--- config.mk ---
export PLATFORM = sky130hd
export DESIGN_NAME = disk_transfer_boot_commands
export DESIGN_NICKNAME = d
export VERILOG_FILES = /design/src/dk_pkg.sv /design/src/crc_if.sv /design/src/sector_crc.sv /design/src/disk_transfer_boot_commands.sv
export VERILOG_INCLUDE_DIRS = /design/src
export SDC_FILE = /design/constraint.sdc
export NUM_CORES = 1
export LEC_CHECK = 0
export BUFFER_PORTS_ARGS = -buffer_cell sky130_fd_sc_hd__buf_4
export CORE_MARGIN = 10
export CORE_UTILIZATION = 66
export DETAILED_ROUTE_END_ITERATION = 6
export MAX_ROUTING_LAYER = met4
export PLACE_DENSITY_LB_ADDON = 0.12
export SKIP_CTS_REPAIR_TIMING = 1
export SLEW_MARGIN = 30
export SYNTH_ARGS = -nofsm -noshare
export SYNTH_HDL_FRONTEND = slang
export SYNTH_SLANG_ARGS = --single-unit
--- constraint.sdc ---
create_clock -name pclk -period 5.2 [get_ports pclk]
set_clock_uncertainty 0.2 [all_clocks]
set_input_delay 1.04 -clock pclk [delete_from_list [all_inputs] [get_ports pclk]]
set_output_delay 1.04 -clock pclk [all_outputs]
set_load 0.01 [all_outputs]
--- src/disk_cmd_map.svh ---
// register offsets, list word indices, status bits and limits of the disk command engine
`ifndef DISK_CMD_MAP_SVH
`define DISK_CMD_MAP_SVH
`define RG_LIST                   8'h00
`define RG_CTRL                   8'h28
`define RG_STAT                   8'h2c
`define RG_SECB                   8'h30
`define RG_GEOM                   8'h34
`define CTRL_GO                   0
`define SECB_RST                  16'h0100
`define GEOM_RST                  16'h0010
`define GEOM_TWO                  8
`define LW_STAT0                  4'h0
`define LW_STAT1                  4'h1
`define LW_CMD                    4'h2
`define LW_DA0                    4'h3
`define LW_DA1                    4'h4
`define LW_CNT                    4'h5
`define LW_PAGE                   4'h6
`define LW_ADDR                   4'h7
`define LW_RPAGE                  4'h8
`define LW_RADDR                  4'h9
`define LIST_N                    10
`define OP_READ                   8'h03
`define OP_WRITE                  8'h04
`define OP_BOOT                   8'h05
`define UNIT_ERROR_FLAG           15
`define ID_ERROR_FLAG             11
`define DATA_ERROR_FLAG           9
`define DRIVE_OFFLINE_FLAG        0
`define TRACK00_MISS_FLAG         5
`define FIRST_DRIVE_SELECT_JUMPER 2'h0
`define RD_ID_TRY                 3'h5
`define WR_ID_TRY                 3'h4
`define CRC_TRY                   3'h5
`define BOOT_TRY                  3'h6
`define BOOT_SUM_W                10'h01c
`define BOOT_SUM_LAST             10'h026
`define BOOT_LIST_LAST            10'h025
`define ALT1_BYTES                16'h0080
`define ALT2_BYTES                16'h0120
`define ALT1_MAXSEC               5'h18
`define ALT1_LEN                  16'h0c00
`define ALT1_BASE                 16'h00a0
`define ALT1_END                  16'hffff
`define RES_W1_OFS                16'h0002
`define RES_W5_OFS                16'h000a
`define CRC_INIT                  16'hffff
`define CRC_POLY                  16'h1021
`endif

--- src/dk_pkg.sv ---
// types shared by the disk command engine
package dk_pkg;
	typedef enum logic [3:0] {
		ST_IDLE   = 4'h0,
		ST_START  = 4'h1,
		ST_SEEK   = 4'h2,
		ST_FIND   = 4'h3,
		ST_RDREQ  = 4'h4,
		ST_RDW    = 4'h5,
		ST_MWR    = 4'h6,
		ST_WRREQ  = 4'h7,
		ST_MRD    = 4'h8,
		ST_WRW    = 4'h9,
		ST_WCRC   = 4'ha,
		ST_SECEND = 4'hb,
		ST_BDEC   = 4'hc,
		ST_FIN    = 4'hd,
		ST_RES    = 4'he
	} state_t;
	typedef enum logic [1:0] {
		DK_SEEK  = 2'h0,
		DK_FIND  = 2'h1,
		DK_READ  = 2'h2,
		DK_WRITE = 2'h3
	} dk_op_t;
	typedef enum logic [1:0] {
		BT_NONE   = 2'h0,
		BT_PROBE  = 2'h1,
		BT_NATIVE = 2'h2,
		BT_ALT1   = 2'h3
	} boot_t;
endpackage

--- src/crc_if.sv ---
// crc request and result between the command engine and the crc unit
`timescale 1ns/1ps
interface crc_if;
	logic        clear;
	logic        en;
	logic [15:0] data;
	logic [15:0] crc;
	modport engine (output clear, output en, output data, input crc);
	modport unit (input clear, input en, input data, output crc);
endinterface

--- src/sector_crc.sv ---
// per-sector crc accumulator, one 16-bit word a cycle
`timescale 1ns/1ps
`include "disk_cmd_map.svh"
module sector_crc (
	// clock and reset
	input wire logic pclk,
	input wire logic presetn,
	// engine side
	crc_if.unit      c
);
	logic [15:0] crc_r;
	logic [15:0] crc_nxt;

	// msb first, same order as the words go to the disk
	function automatic logic [15:0] crc_word(input logic [15:0] crc, input logic [15:0] d);
		logic [15:0] x;
		x = crc;
		for (int i = 15; i >= 0; i--) begin
			x = (x[15] ^ d[i]) ? ((x << 1) ^ `CRC_POLY) : (x << 1);
		end
		return x;
	endfunction

	assign crc_nxt = c.clear ? `CRC_INIT : (c.en ? crc_word(crc_r, c.data) : crc_r);
	assign c.crc   = crc_r;

	always_ff @(posedge pclk or negedge presetn) begin
		if (!presetn) begin
			crc_r <= `CRC_INIT;
		end else begin
			crc_r <= crc_nxt;
		end
	end
endmodule

--- src/disk_transfer_boot_commands.sv ---
// sector read/write and bootstrap load command engine with apb registers
//
// Local design decisions: the placing of the registers and the APB register port.
`timescale 1ns/1ps
`include "disk_cmd_map.svh"
module disk_transfer_boot_commands #(
	parameter int PAGE_W = 8
) (
	// clock and reset
	input  wire logic              pclk,
	input  wire logic              presetn,
	// apb slave
	input  wire logic              psel,
	input  wire logic              penable,
	input  wire logic              pwrite,
	input  wire logic [7:0]        paddr,
	input  wire logic [31:0]       pwdata,
	output logic [31:0]            prdata,
	output logic                   pready,
	output logic                   pslverr,
	// host memory master
	output logic                   mem_req,
	output logic                   mem_we,
	output logic [PAGE_W+15:0]     mem_addr,
	output logic [15:0]            mem_wdata,
	input  wire logic [15:0]       mem_rdata,
	input  wire logic              mem_ack,
	// disk sequencer
	output logic                   dk_req,
	output logic [1:0]             dk_op,
	output logic [1:0]             dk_unit,
	output logic [7:0]             dk_track,
	output logic                   dk_surface,
	output logic [7:0]             dk_sector,
	input  wire logic              dk_ack,
	input  wire logic              dk_hit,
	input  wire logic              dk_rvalid,
	input  wire logic [15:0]       dk_rdata,
	output logic                   dk_rready,
	output logic                   dk_wvalid,
	output logic [15:0]            dk_wdata,
	output logic                   dk_wlast,
	input  wire logic              dk_wready,
	// drive and board pins
	input  wire logic              drive_ready,
	input  wire logic              at_track00,
	input  wire logic              boot_strap
);
	if (PAGE_W < 1 || PAGE_W > 16) begin : g_bad_page
		$error("PAGE_W must be 1..16");
	end

	crc_if crc ();
	sector_crc u_crc (.pclk(pclk), .presetn(presetn), .c(crc));

	dk_pkg::state_t    st_r;
	dk_pkg::boot_t     boot_r;
	logic [15:0]       list_r [`LIST_N];
	logic [15:0]       bl_r [`LIST_N];
	logic [15:0]       secb_r;
	logic [15:0]       geom_r;
	logic [31:0]       rdata_r;
	logic [2:0]        sync1_r;
	logic [2:0]        sync2_r;
	logic [1:0]        pw_r;
	logic [7:0]        op_r;
	logic [1:0]        unit_r;
	logic [7:0]        trk_r;
	logic              surf_r;
	logic [7:0]        sec_r;
	logic [15:0]       cnt_r;
	logic [15:0]       cnt0_r;
	logic [15:0]       scnt_r;
	logic [PAGE_W-1:0] page_r;
	logic [15:0]       offs_r;
	logic [15:0]       soffs_r;
	logic [PAGE_W-1:0] rpage_r;
	logic [15:0]       roffs_r;
	logic [9:0]        idx_r;
	logic [2:0]        try_r;
	logic [2:0]        ctry_r;
	logic [2:0]        btry_r;
	logic [4:0]        altn_r;
	logic [1:0]        ridx_r;
	logic [15:0]       w0_r;
	logic [15:0]       w1_r;
	logic [15:0]       sum_r;
	logic [15:0]       hold_r;
	logic              res_host_r;

	// apb decode
	wire        a_list   = (paddr < `RG_CTRL) && (paddr[1:0] == 2'h0);
	wire [3:0]  a_idx    = paddr[5:2];
	wire        a_ctrl   = paddr == `RG_CTRL;
	wire        a_stat   = paddr == `RG_STAT;
	wire        a_secb   = paddr == `RG_SECB;
	wire        a_geom   = paddr == `RG_GEOM;
	wire        a_hit    = a_list | a_ctrl | a_stat | a_secb | a_geom;
	wire        idle     = st_r == dk_pkg::ST_IDLE;
	wire        apb_wr   = psel & penable & pwrite & a_hit;
	// writes while busy are dropped so a running command sees a stable list
	wire        cfg_we   = apb_wr & idle;
	wire        go       = cfg_we & a_ctrl & pwdata[`CTRL_GO];
	wire        pwr_go   = (pw_r == 2'h2) & sync2_r[2];
	wire [31:0] stat_v   = {26'h0, btry_r, boot_r, ~idle};
	wire [31:0] rd_mux   = a_list ? {16'h0, list_r[a_idx]} :
	                       a_stat ? stat_v :
	                       a_secb ? {16'h0, secb_r} :
	                       a_geom ? {16'h0, geom_r} : 32'h0;
	assign pready  = 1'b1;
	assign pslverr = psel & penable & ~a_hit;
	assign prdata  = rdata_r;

	// derived engine terms
	wire        rdy_s    = sync2_r[0];
	wire        t0_s     = sync2_r[1];
	wire [9:0]  wps      = secb_r[10:1];
	wire [7:0]  spt      = geom_r[7:0];
	wire [2:0]  try_inc  = try_r + 3'h1;
	wire [2:0]  ctry_inc = ctry_r + 3'h1;
	wire [2:0]  btry_inc = btry_r + 3'h1;
	wire [4:0]  altn_inc = altn_r + 5'h01;
	wire [9:0]  idx_inc  = idx_r + 10'h001;
	wire [15:0] offs_inc = offs_r + 16'h0002;
	wire [15:0] cnt_dec  = (cnt_r < 16'h0002) ? 16'h0000 : cnt_r - 16'h0002;
	wire [15:0] xfer     = cnt0_r - cnt_r;
	wire        is_wr    = op_r == `OP_WRITE;
	wire        op_ok    = (op_r == `OP_READ) | is_wr | (op_r == `OP_BOOT);
	wire [2:0]  id_lim   = is_wr ? `WR_ID_TRY : `RD_ID_TRY;
	wire        retry_bt = (boot_r != dk_pkg::BT_NONE) & w0_r[`UNIT_ERROR_FLAG] &
	                       (btry_inc != `BOOT_TRY);
	wire        fin_list = (st_r == dk_pkg::ST_FIN) & ~retry_bt & ~res_host_r;
	wire        in_sum   = (idx_r >= `BOOT_SUM_W) && (idx_r <= `BOOT_SUM_LAST);
	wire        in_bl    = (idx_r >= `BOOT_SUM_W) && (idx_r <= `BOOT_LIST_LAST);
	wire [3:0]  bl_idx   = 4'(idx_r - `BOOT_SUM_W);
	wire [15:0] res_ofs  = (ridx_r == 2'h0) ? 16'h0000 :
	                       (ridx_r == 2'h1) ? `RES_W1_OFS : `RES_W5_OFS;
	wire [15:0] res_dat  = (ridx_r == 2'h0) ? w0_r : (ridx_r == 2'h1) ? w1_r : xfer;
	wire        crc_word = idx_r == wps;

	// disk sequencer port
	assign dk_req     = (st_r == dk_pkg::ST_SEEK) | (st_r == dk_pkg::ST_FIND) |
	                    (st_r == dk_pkg::ST_RDREQ) | (st_r == dk_pkg::ST_WRREQ);
	assign dk_op      = (st_r == dk_pkg::ST_SEEK)  ? dk_pkg::DK_SEEK :
	                    (st_r == dk_pkg::ST_FIND)  ? dk_pkg::DK_FIND :
	                    (st_r == dk_pkg::ST_WRREQ) ? dk_pkg::DK_WRITE : dk_pkg::DK_READ;
	assign dk_unit    = unit_r;
	assign dk_track   = trk_r;
	assign dk_surface = surf_r;
	assign dk_sector  = sec_r;
	assign dk_rready  = st_r == dk_pkg::ST_RDW;
	assign dk_wvalid  = (st_r == dk_pkg::ST_WRW) | (st_r == dk_pkg::ST_WCRC);
	assign dk_wlast   = st_r == dk_pkg::ST_WCRC;
	assign dk_wdata   = dk_wlast ? crc.crc : hold_r;

	// crc unit
	assign crc.clear  = (st_r == dk_pkg::ST_RDREQ) | (st_r == dk_pkg::ST_WRREQ);
	assign crc.en     = (dk_rready & dk_rvalid & ~crc_word) |
	                    ((st_r == dk_pkg::ST_WRW) & dk_wready);
	assign crc.data   = dk_rready ? dk_rdata : hold_r;

	// host memory port; offset wraps inside the page
	assign mem_req    = (st_r == dk_pkg::ST_MWR) | (st_r == dk_pkg::ST_RES) |
	                    ((st_r == dk_pkg::ST_MRD) & (cnt_r != 16'h0000));
	assign mem_we     = st_r != dk_pkg::ST_MRD;
	assign mem_addr   = (st_r == dk_pkg::ST_RES) ? {rpage_r, 16'(roffs_r + res_ofs)} :
	                    {page_r, offs_r};
	assign mem_wdata  = (st_r == dk_pkg::ST_RES) ? res_dat : hold_r;

	// pins pass two flops before use
	always_ff @(posedge pclk or negedge presetn) begin
		if (!presetn) begin
			sync1_r <= 3'h0;
			sync2_r <= 3'h0;
			pw_r    <= 2'h0;
		end else begin
			sync1_r <= {boot_strap, at_track00, drive_ready};
			sync2_r <= sync1_r;
			pw_r    <= (pw_r == 2'h3) ? pw_r : pw_r + 2'h1;
		end
	end

	always_ff @(posedge pclk or negedge presetn) begin
		if (!presetn) begin
			rdata_r <= 32'h0;
			secb_r  <= `SECB_RST;
			geom_r  <= `GEOM_RST;
		end else begin
			if (psel & ~penable) begin
				rdata_r <= rd_mux;
			end
			if (cfg_we & a_secb) begin
				secb_r <= pwdata[15:0];
			end
			if (cfg_we & a_geom) begin
				geom_r <= pwdata[15:0];
			end
		end
	end

	// host command list; results land here unless a disk list ran
	always_ff @(posedge pclk or negedge presetn) begin
		if (!presetn) begin
			for (int i = 0; i < `LIST_N; i++) begin
				list_r[i] <= 16'h0;
			end
		end else if (cfg_we & a_list) begin
			list_r[a_idx] <= pwdata[15:0];
		end else if (fin_list) begin
			list_r[`LW_STAT0] <= w0_r;
			list_r[`LW_STAT1] <= w1_r;
			list_r[`LW_CNT]   <= xfer;
		end
	end

	always_ff @(posedge pclk or negedge presetn) begin
		if (!presetn) begin
			st_r <= dk_pkg::ST_IDLE;
			boot_r <= dk_pkg::BT_NONE;
			for (int i = 0; i < `LIST_N; i++) begin
				bl_r[i] <= 16'h0;
			end
			{op_r, unit_r, trk_r, surf_r, sec_r} <= '0;
			{cnt_r, cnt0_r, scnt_r, offs_r, soffs_r, roffs_r} <= '0;
			{page_r, rpage_r, idx_r, try_r, ctry_r, btry_r, altn_r, ridx_r} <= '0;
			{w0_r, w1_r, sum_r, hold_r, res_host_r} <= '0;
		end else begin
			unique case (st_r)
			dk_pkg::ST_IDLE: begin
				if (go) begin
					op_r   <= list_r[`LW_CMD][7:0];
					unit_r <= list_r[`LW_CMD][15:14];
					trk_r  <= list_r[`LW_DA0][7:0];
					surf_r <= list_r[`LW_DA0][8];
					sec_r  <= list_r[`LW_DA1][7:0];
					cnt_r  <= list_r[`LW_CNT];
					cnt0_r <= list_r[`LW_CNT];
					page_r <= list_r[`LW_PAGE][PAGE_W-1:0];
					offs_r <= list_r[`LW_ADDR];
				end else if (pwr_go) begin
					op_r <= `OP_BOOT;
				end
				if (go | pwr_go) begin
					{w0_r, w1_r, btry_r, res_host_r} <= '0;
					boot_r <= dk_pkg::BT_NONE;
					st_r   <= dk_pkg::ST_START;
				end
			end
			dk_pkg::ST_START: begin
				try_r  <= 3'h0;
				ctry_r <= 3'h0;
				if (op_r == `OP_BOOT && boot_r == dk_pkg::BT_NONE) begin
					boot_r <= dk_pkg::BT_PROBE;
					unit_r <= `FIRST_DRIVE_SELECT_JUMPER;
					{trk_r, surf_r, sec_r, cnt_r, cnt0_r, sum_r} <= '0;
				end else if (!op_ok) begin
					w0_r[`UNIT_ERROR_FLAG] <= 1'b1;
					st_r <= dk_pkg::ST_FIN;
				end else if (!rdy_s) begin
					w1_r[`DRIVE_OFFLINE_FLAG] <= 1'b1;
					w0_r[`UNIT_ERROR_FLAG] <= 1'b1;
					st_r <= dk_pkg::ST_FIN;
				end else begin
					st_r <= dk_pkg::ST_SEEK;
				end
			end
			dk_pkg::ST_SEEK: if (dk_ack) begin
				if (trk_r == 8'h00 && !t0_s) begin
					w1_r[`TRACK00_MISS_FLAG] <= 1'b1;
					w0_r[`UNIT_ERROR_FLAG] <= 1'b1;
					st_r <= dk_pkg::ST_FIN;
				end else begin
					st_r <= dk_pkg::ST_FIND;
				end
			end
			dk_pkg::ST_FIND: if (dk_ack) begin
				if (dk_hit) begin
					st_r <= is_wr ? dk_pkg::ST_WRREQ : dk_pkg::ST_RDREQ;
				end else if (try_inc == id_lim) begin
					w0_r[`ID_ERROR_FLAG]   <= 1'b1;
					w0_r[`UNIT_ERROR_FLAG] <= 1'b1;
					st_r <= dk_pkg::ST_FIN;
				end else begin
					try_r <= try_inc;
				end
			end
			dk_pkg::ST_RDREQ, dk_pkg::ST_WRREQ: if (dk_ack) begin
				idx_r   <= 10'h000;
				scnt_r  <= cnt_r;
				soffs_r <= offs_r;
				st_r    <= is_wr ? dk_pkg::ST_MRD : dk_pkg::ST_RDW;
			end
			dk_pkg::ST_RDW: if (dk_rvalid) begin
				if (crc_word) begin
					if (dk_rdata == crc.crc) begin
						st_r <= dk_pkg::ST_SECEND;
					end else if (ctry_inc == `CRC_TRY) begin
						w0_r[`DATA_ERROR_FLAG] <= 1'b1;
						w0_r[`UNIT_ERROR_FLAG] <= 1'b1;
						st_r <= dk_pkg::ST_FIN;
					end else begin
						// rewind so the retried sector lands on the same host words
						ctry_r <= ctry_inc;
						try_r  <= 3'h0;
						cnt_r  <= scnt_r;
						offs_r <= soffs_r;
						st_r   <= dk_pkg::ST_FIND;
					end
				end else begin
					hold_r <= dk_rdata;
					idx_r  <= idx_inc;
					if (boot_r == dk_pkg::BT_PROBE && in_sum) begin
						sum_r <= sum_r + dk_rdata;
					end
					if (boot_r == dk_pkg::BT_PROBE && in_bl) begin
						bl_r[bl_idx] <= dk_rdata;
					end
					// past the count the sector is still read for its crc
					if (cnt_r != 16'h0000) begin
						st_r <= dk_pkg::ST_MWR;
					end
				end
			end
			dk_pkg::ST_MWR: if (mem_ack) begin
				offs_r <= offs_inc;
				cnt_r  <= cnt_dec;
				st_r   <= dk_pkg::ST_RDW;
			end
			dk_pkg::ST_MRD: begin
				if (cnt_r == 16'h0000) begin
					hold_r <= 16'h0000;
					st_r   <= dk_pkg::ST_WRW;
				end else if (mem_ack) begin
					hold_r <= mem_rdata;
					offs_r <= offs_inc;
					cnt_r  <= cnt_dec;
					st_r   <= dk_pkg::ST_WRW;
				end
			end
			dk_pkg::ST_WRW: if (dk_wready) begin
				idx_r <= idx_inc;
				st_r  <= (idx_inc == wps) ? dk_pkg::ST_WCRC : dk_pkg::ST_MRD;
			end
			dk_pkg::ST_WCRC: if (dk_wready) begin
				st_r <= dk_pkg::ST_SECEND;
			end
			dk_pkg::ST_SECEND: begin
				try_r  <= 3'h0;
				ctry_r <= 3'h0;
				if (boot_r == dk_pkg::BT_PROBE) begin
					st_r <= dk_pkg::ST_BDEC;
				end else if (boot_r == dk_pkg::BT_ALT1 && hold_r == `ALT1_END) begin
					st_r <= dk_pkg::ST_FIN;
				end else if (boot_r == dk_pkg::BT_ALT1 &&
				             (hold_r != 16'(sec_r - 8'h01) || altn_inc == `ALT1_MAXSEC)) begin
					w0_r[`UNIT_ERROR_FLAG] <= 1'b1;
					st_r <= dk_pkg::ST_FIN;
				end else if (boot_r != dk_pkg::BT_ALT1 && cnt_r == 16'h0000) begin
					st_r <= dk_pkg::ST_FIN;
				end else begin
					altn_r <= altn_inc;
					if (sec_r == spt - 8'h01) begin
						sec_r <= 8'h00;
						surf_r <= geom_r[`GEOM_TWO] & ~surf_r;
						if (!geom_r[`GEOM_TWO] || surf_r) begin
							trk_r <= trk_r + 8'h01;
						end
						st_r <= dk_pkg::ST_SEEK;
					end else begin
						sec_r <= sec_r + 8'h01;
						st_r  <= dk_pkg::ST_FIND;
					end
				end
			end
			dk_pkg::ST_BDEC: begin
				if (sum_r == 16'h0000) begin
					// one disk list only: its chain word is never looked at
					boot_r     <= dk_pkg::BT_NATIVE;
					res_host_r <= 1'b1;
					op_r    <= bl_r[`LW_CMD][7:0];
					unit_r  <= bl_r[`LW_CMD][15:14];
					trk_r   <= bl_r[`LW_DA0][7:0];
					surf_r  <= bl_r[`LW_DA0][8];
					sec_r   <= bl_r[`LW_DA1][7:0];
					cnt_r   <= bl_r[`LW_CNT];
					cnt0_r  <= bl_r[`LW_CNT];
					page_r  <= bl_r[`LW_PAGE][PAGE_W-1:0];
					offs_r  <= bl_r[`LW_ADDR];
					rpage_r <= bl_r[`LW_RPAGE][PAGE_W-1:0];
					roffs_r <= bl_r[`LW_RADDR];
					st_r    <= dk_pkg::ST_START;
				end else if (secb_r == `ALT1_BYTES) begin
					boot_r <= dk_pkg::BT_ALT1;
					altn_r <= 5'h00;
					sec_r  <= 8'h01;
					page_r <= '0;
					offs_r <= `ALT1_BASE;
					cnt_r  <= `ALT1_LEN;
					cnt0_r <= `ALT1_LEN;
					st_r   <= dk_pkg::ST_START;
				end else begin
					// second alternate length has no loader here and ends in error
					w0_r[`UNIT_ERROR_FLAG] <= 1'b1;
					st_r <= dk_pkg::ST_FIN;
				end
			end
			dk_pkg::ST_FIN: begin
				// no restore seek and no vector writes on the way out
				if (retry_bt) begin
					btry_r <= btry_inc;
					boot_r <= dk_pkg::BT_NONE;
					op_r   <= `OP_BOOT;
					{w0_r, w1_r, res_host_r} <= '0;
					st_r   <= dk_pkg::ST_START;
				end else begin
					ridx_r <= 2'h0;
					st_r   <= res_host_r ? dk_pkg::ST_RES : dk_pkg::ST_IDLE;
				end
			end
			dk_pkg::ST_RES: if (mem_ack) begin
				ridx_r <= ridx_r + 2'h1;
				if (ridx_r == 2'h2) begin
					st_r <= dk_pkg::ST_IDLE;
				end
			end
			default: st_r <= dk_pkg::ST_IDLE;
			endcase
		end
	end
endmodule

After elaboration in Yosys (flattened, before gate mapping) --
Cells that the tools add are included.
Word-level totals: logic and storage cells 550, output and inout bits 117, ROM bits 0, register bits 644, memories 0, bits in writable memories 0, bits in latches 0
Operators by class: muxes and demuxes 227, reductions and logical operators 77, $lt $le $gt $ge 9, divide/modulo/power cells 0, add/sub/neg operators 17, bitwise logic cells 77, shift-type cells 0, multipliers 0, equality and inequality tests 85
Operator list (number):
- 2-to-1 mux 16 bit | 46
- bitwise mux 160 bit | 2
- 2-to-1 mux 13 bit | 16
- 2-to-1 mux 8 bit | 24
- 2-to-1 mux 4 bit | 33
- demux 16 bit (select 4 bit) | 2
- case mux 16 bit (6 select lines) | 1
- case mux 16 bit (5 select lines) | 1
- binary-select mux 16 bit (select 4 bit) | 1
- 2-to-1 mux 32 bit | 2
- case mux 16 bit (2 select lines) | 2
- case mux 8 bit (4 select lines) | 2
- != test 2 bit (second input constant) | 31
- case mux 4 bit (14 select lines) | 1
- NOT 3 bit | 16
- case mux 16 bit (3 select lines) | 1
- 2-to-1 mux 10 bit | 4
- 2-to-1 mux 3 bit | 13
- 2-to-1 mux 1 bit | 33
- equality test 8 x 6 -> 1 bit (second input constant) | 4
- logical NOT 16 bit | 2
- 2-to-1 mux 5 bit | 6
- case mux 10 bit (3 select lines) | 1
- equality test 4 bit (second input constant) | 7
- other kinds (87) | 241

Depth between registers and ports, before layout --
depth in word-level cells 36, mapped depth 12

Hierarchy --
From an unflattened synthesis, not the netlist that was laid out.
Unflattened totals: cells, all modules 2934, area, all modules 29326.9 sq um
By module, submodules not included:
- disk_transfer_boot_commands | instances 1, cells an instance 2821, area each 28079.4 sq um
- sector_crc | instances 1, cells an instance 113, area each 1247.4 sq um

Worst setup path before layout --
OpenSTA, ideal clock, no wires.
kind reg-to-output, from register cnt_r[1], to output mem_wdata[13], data arrival time 2.428 ns, slack 1.532 ns, cell stages (with the launch flop) 11, path buffers 0, cells stage by stage dfrtp_1 inv_1 ha_1 nor2b_1 o31a_1 nor4_1 o211ai_1 a31o_2 a21oi_1 xor2_1 o31ai_1
Between the ends: word-level cells in the longest chain between the ends 4
RTL lines:
- start, declared | line disk_transfer_boot_commands.sv:71 | logic [15:0] cnt_r;
- start signal, assigned | line disk_transfer_boot_commands.sv:236 | cnt_r <= list_r[`LW_CNT];
- start signal, assigned | line disk_transfer_boot_commands.sv:305 | cnt_r <= scnt_r;
- start signal, assigned | line disk_transfer_boot_commands.sv:326 | cnt_r <= cnt_dec;
- subtractor 16 bit | line disk_transfer_boot_commands.sv:126 | wire [15:0] xfer = cnt0_r - cnt_r;
- 2-to-1 mux 16 bit (2 in series) | line disk_transfer_boot_commands.sv:138 | wire [15:0] res_dat = (ridx_r == 2'h0) ? w0_r : (ridx_r == 2'h1) ? w1_r : xfer;
- 2-to-1 mux 16 bit | line disk_transfer_boot_commands.sv:168 | assign mem_wdata = (st_r == dk_pkg::ST_RES) ? res_dat : hold_r;
- end, declared | line disk_transfer_boot_commands.sv:25 | output logic [15:0] mem_wdata,
No other way between the ends.

Final worst setup path --
from register cnt_r[0], to output mem_wdata[12]
Same word-level chain as after synthesis.

==> flow_summary.yaml <==
sta:
  finalMaxSlewViolations: 0
  slew_headroom_pct: 34.74
  tightest_slew_ps: 968.7
  post-route-min-period_ps: 5099
  setup_tns_ps: 0
  finalHoldViolations: 0
  setup_viol: 0
  fmax_ghz: 0.1961
  rsz0062_at_grt: "false"
  finalCritPeriodShare_pct: 98.06
worst_setup_path:
  path_cells: "ha_1, inv_1, fa_1, a211o_1, a21oi_1, o21ai_0, a41oi_1, a211oi_1, xor2_1, a22o_1, buf_4"
  crit_required_ps: 3960
  path_buf_inv: 2
  critPathKind: "register to primary output"
  crit_slowest_cell: "xor2_1"
  crit_family: "compound AO/OA/AOI/OAI gates"
  crit_path_end_kind: "primary output"
  path_max_fanout: 4
  startpoint_type: "register"
  timing.critical_path.slowest_cell_delay_ps: 530
  crit_arrival_ps: 3860
clocking:
  clock-sinks: 532
  cts_tree: "built"
  h-tree-depth: 2
  clockRootBuffer: "clkbuf_16"
  clk_pin_slew_worst_paths_ps: 60
  cts_buffer_depth: 3
  clock_latency_ps: 630
  cts_inserted_buffers: 55
place:
  dp.cells: 3518
  place_congestion: 1.013
  numPortBuffers: 168
  hpwl_mm: 68.30
global_route:
  grt_overflow_total: 0
  grt_max_degree: 116
  grt_pass1_vias: 24350
  antenna_found_initial: 2
  grt_util_all_layers_pct: 36.65
  grt_pass1_wl_mm: 147.2
route:
  drtIter0Drc: 3130
  post_drt_wl_per_cell_um: 26.57
  wirelength_mm: 96.23
  detail-route-antenna-nets: 0
  viasPerCell: 6.803
  vias: 24640
  dr.pass1.iters: 7
  drc: 1
synth:
  synth_area_leaders: "dfrtp_1 44%, mux2_2 11%, nand2_1 5.2%, o21ai_0 3.2%, mux4_2 2.5%"
  syn_inst: 2875
  synth_edf_count: 0
  async_flop_share_pct: 100.0
  synth_top_cell_by_area: "dfrtp_1"
  syn_area_per_cell_um2: 10.17
  ys_seq_elements: 532
  synth_warnings: 0
  synth-seq-area-share_pct: 45.62
  synth.distinct_cells: 100
  syn_area_mm2: 0.02923
  ys.flop_type: "dfrtp_1"
  synth_top_cells_by_count: "514 x dfrtp_1, 406 x nand2_1, 275 x mux2_2"
  synth_most_common_cell: "dfrtp_1"
  synth_top_area_share_pct: 44.00
flow_run:
  drv_cap: 0
power:
  finalPower_mw: 18.65
  vdd_drop_max_mv: 0.5381
  power.density_mw_per_mm2: 565.9
  p_leak_nw: 15.39
cells_and_area:
  drive_above_1_share_pct: 23.51
  final_cells: 3622
  area_growth_pct: 12.73
  nets: 3126
outcome:
  run_status: "finished, violations left"
  violations: "DRC"
die:
  fp.dieW_um: 230.5
  coreArea_mm2: 0.04403
  top_level_ports: 202
  rows: 77
  initial_core_util_pct: 66.40
  dieHeight_um: 230.5
  die_area_mm2: 0.05311
hold_path:
  min_path_type: "register to register"
[registers in the layout, summed over array words and instances (netlist names), 5 cells and up]
signal	count
dk_track	8
secb_r	16
page_r	8
op_r	8
rpage_r	8
cnt_r	16
dk_sector	8
roffs_r	16
bl_r	91
altn_r	5
list_r	160
geom_r	16
scnt_r	16
offs_r	16
idx_r	10
prdata	16
cnt0_r	16
hold_r	16
soffs_r	16
u_crc.c.crc	16
sum_r	16
[worst register-to-register path, cell delays in order, from the launching register on]
cell	delay [ps]
dfrtp_1	620
buf_4	310
nor2_1	480
nand2_1	450
nor2_1	280
nand2_2	190
nor3_1	400
nand2_1	570
mux2_2	480
[routing by layer]
layer  up-vias  global-route usage [%]  wire length [µm]
met5         -                       -                 0
met4         0                   18.40              5571
met3       291                   6.782              9196
met2      1426                   56.14             44510
met1     12310                   46.35             36950
li1      10610                       -                 -
[final timing paths]
path                                     endpoint  slack (ps)  cells after the start            startpoint
min in group asynchronous   altn_r[1]$_DFFE_PN0P_         190                      1               presetn
min                          sync2_r[0]$_DFF_PN0_         150                      0  sync1_r[0]$_DFF_PN0_
max in group asynchronous    bl_r[47]$_DFFE_PN0P_        3390                      2               presetn
min reg2reg                  sync2_r[0]$_DFF_PN0_         150                      0  sync1_r[0]$_DFF_PN0_
max                                 mem_wdata[12]         100                     11  cnt_r[0]$_DFFE_PN0P_
max reg2reg                list_r[94]$_DFFE_PN0P_        1080                      8   st_r[2]$_DFFE_PN0P_
[final cells by class]
cell class	instances	area (µm²)
multi-input cells	2111	14950
flip-flops and latches	532	13340
fillers	3084	11070
repair buffers	228	1794
clock buffers	78	1625
well taps	592	740.7
clock inverters	24	300.3
inverters	55	209.0
diodes	2	5.005
[stage by stage]
step	setup WS [ps]	utilization [%]	hold slack, ps	area, µm²
2_1_floorplan	1532	-	131.2	29290
3_3_place_gp	750.0	70.38	134.7	30990
3_5_place_dp	682.9	70.40	138.7	31000
4_1_cts	14.82	74.78	151.5	32920
5_1_grt	9.632	74.85	157.6	32960
6_report	100.7	74.85	151.4	32960
[power breakdown]
group          leakage, nW  internal, mW  switching [mW]  total (mW)
sequential            7.10          4.81           0.853        5.66
combinational         7.34          3.38            5.39        8.78
clock                0.950          2.48            1.73        4.21
[cell families after synthesis]
kind of cell,share of synthesized area [%]
buffers and inverters,3.647
muxes,14.36
xor gates and xnor gates,4.854
AOI/OAI and AO/OA,14.42
DFF,45.62
other,0.02569
and+or+nand+nor,14.54
adders and majority gates,2.534
[cells in the final DEF (no fill, tap or decap), types with 29 or more instances in the layout]
cell	Yosys	routed
a21oi_1	99	99
a222oi_1	31	31
a22oi_1	64	64
a31oi_1	29	29
buf_4	20	221
clkbuf_16	0	57
dfrtp_1	514	514
ha_1	56	56
inv_1	53	53
mux2_2	275	275
mux2i_1	37	37
mux4_2	32	32
nand2_1	406	406
nand3_1	99	98
nor2_1	173	170
nor3_1	45	45
o21ai_0	187	186
xnor2_1	70	69
xor2_1	66	65
No activity file was read; power rests on OpenSTA's default activity.
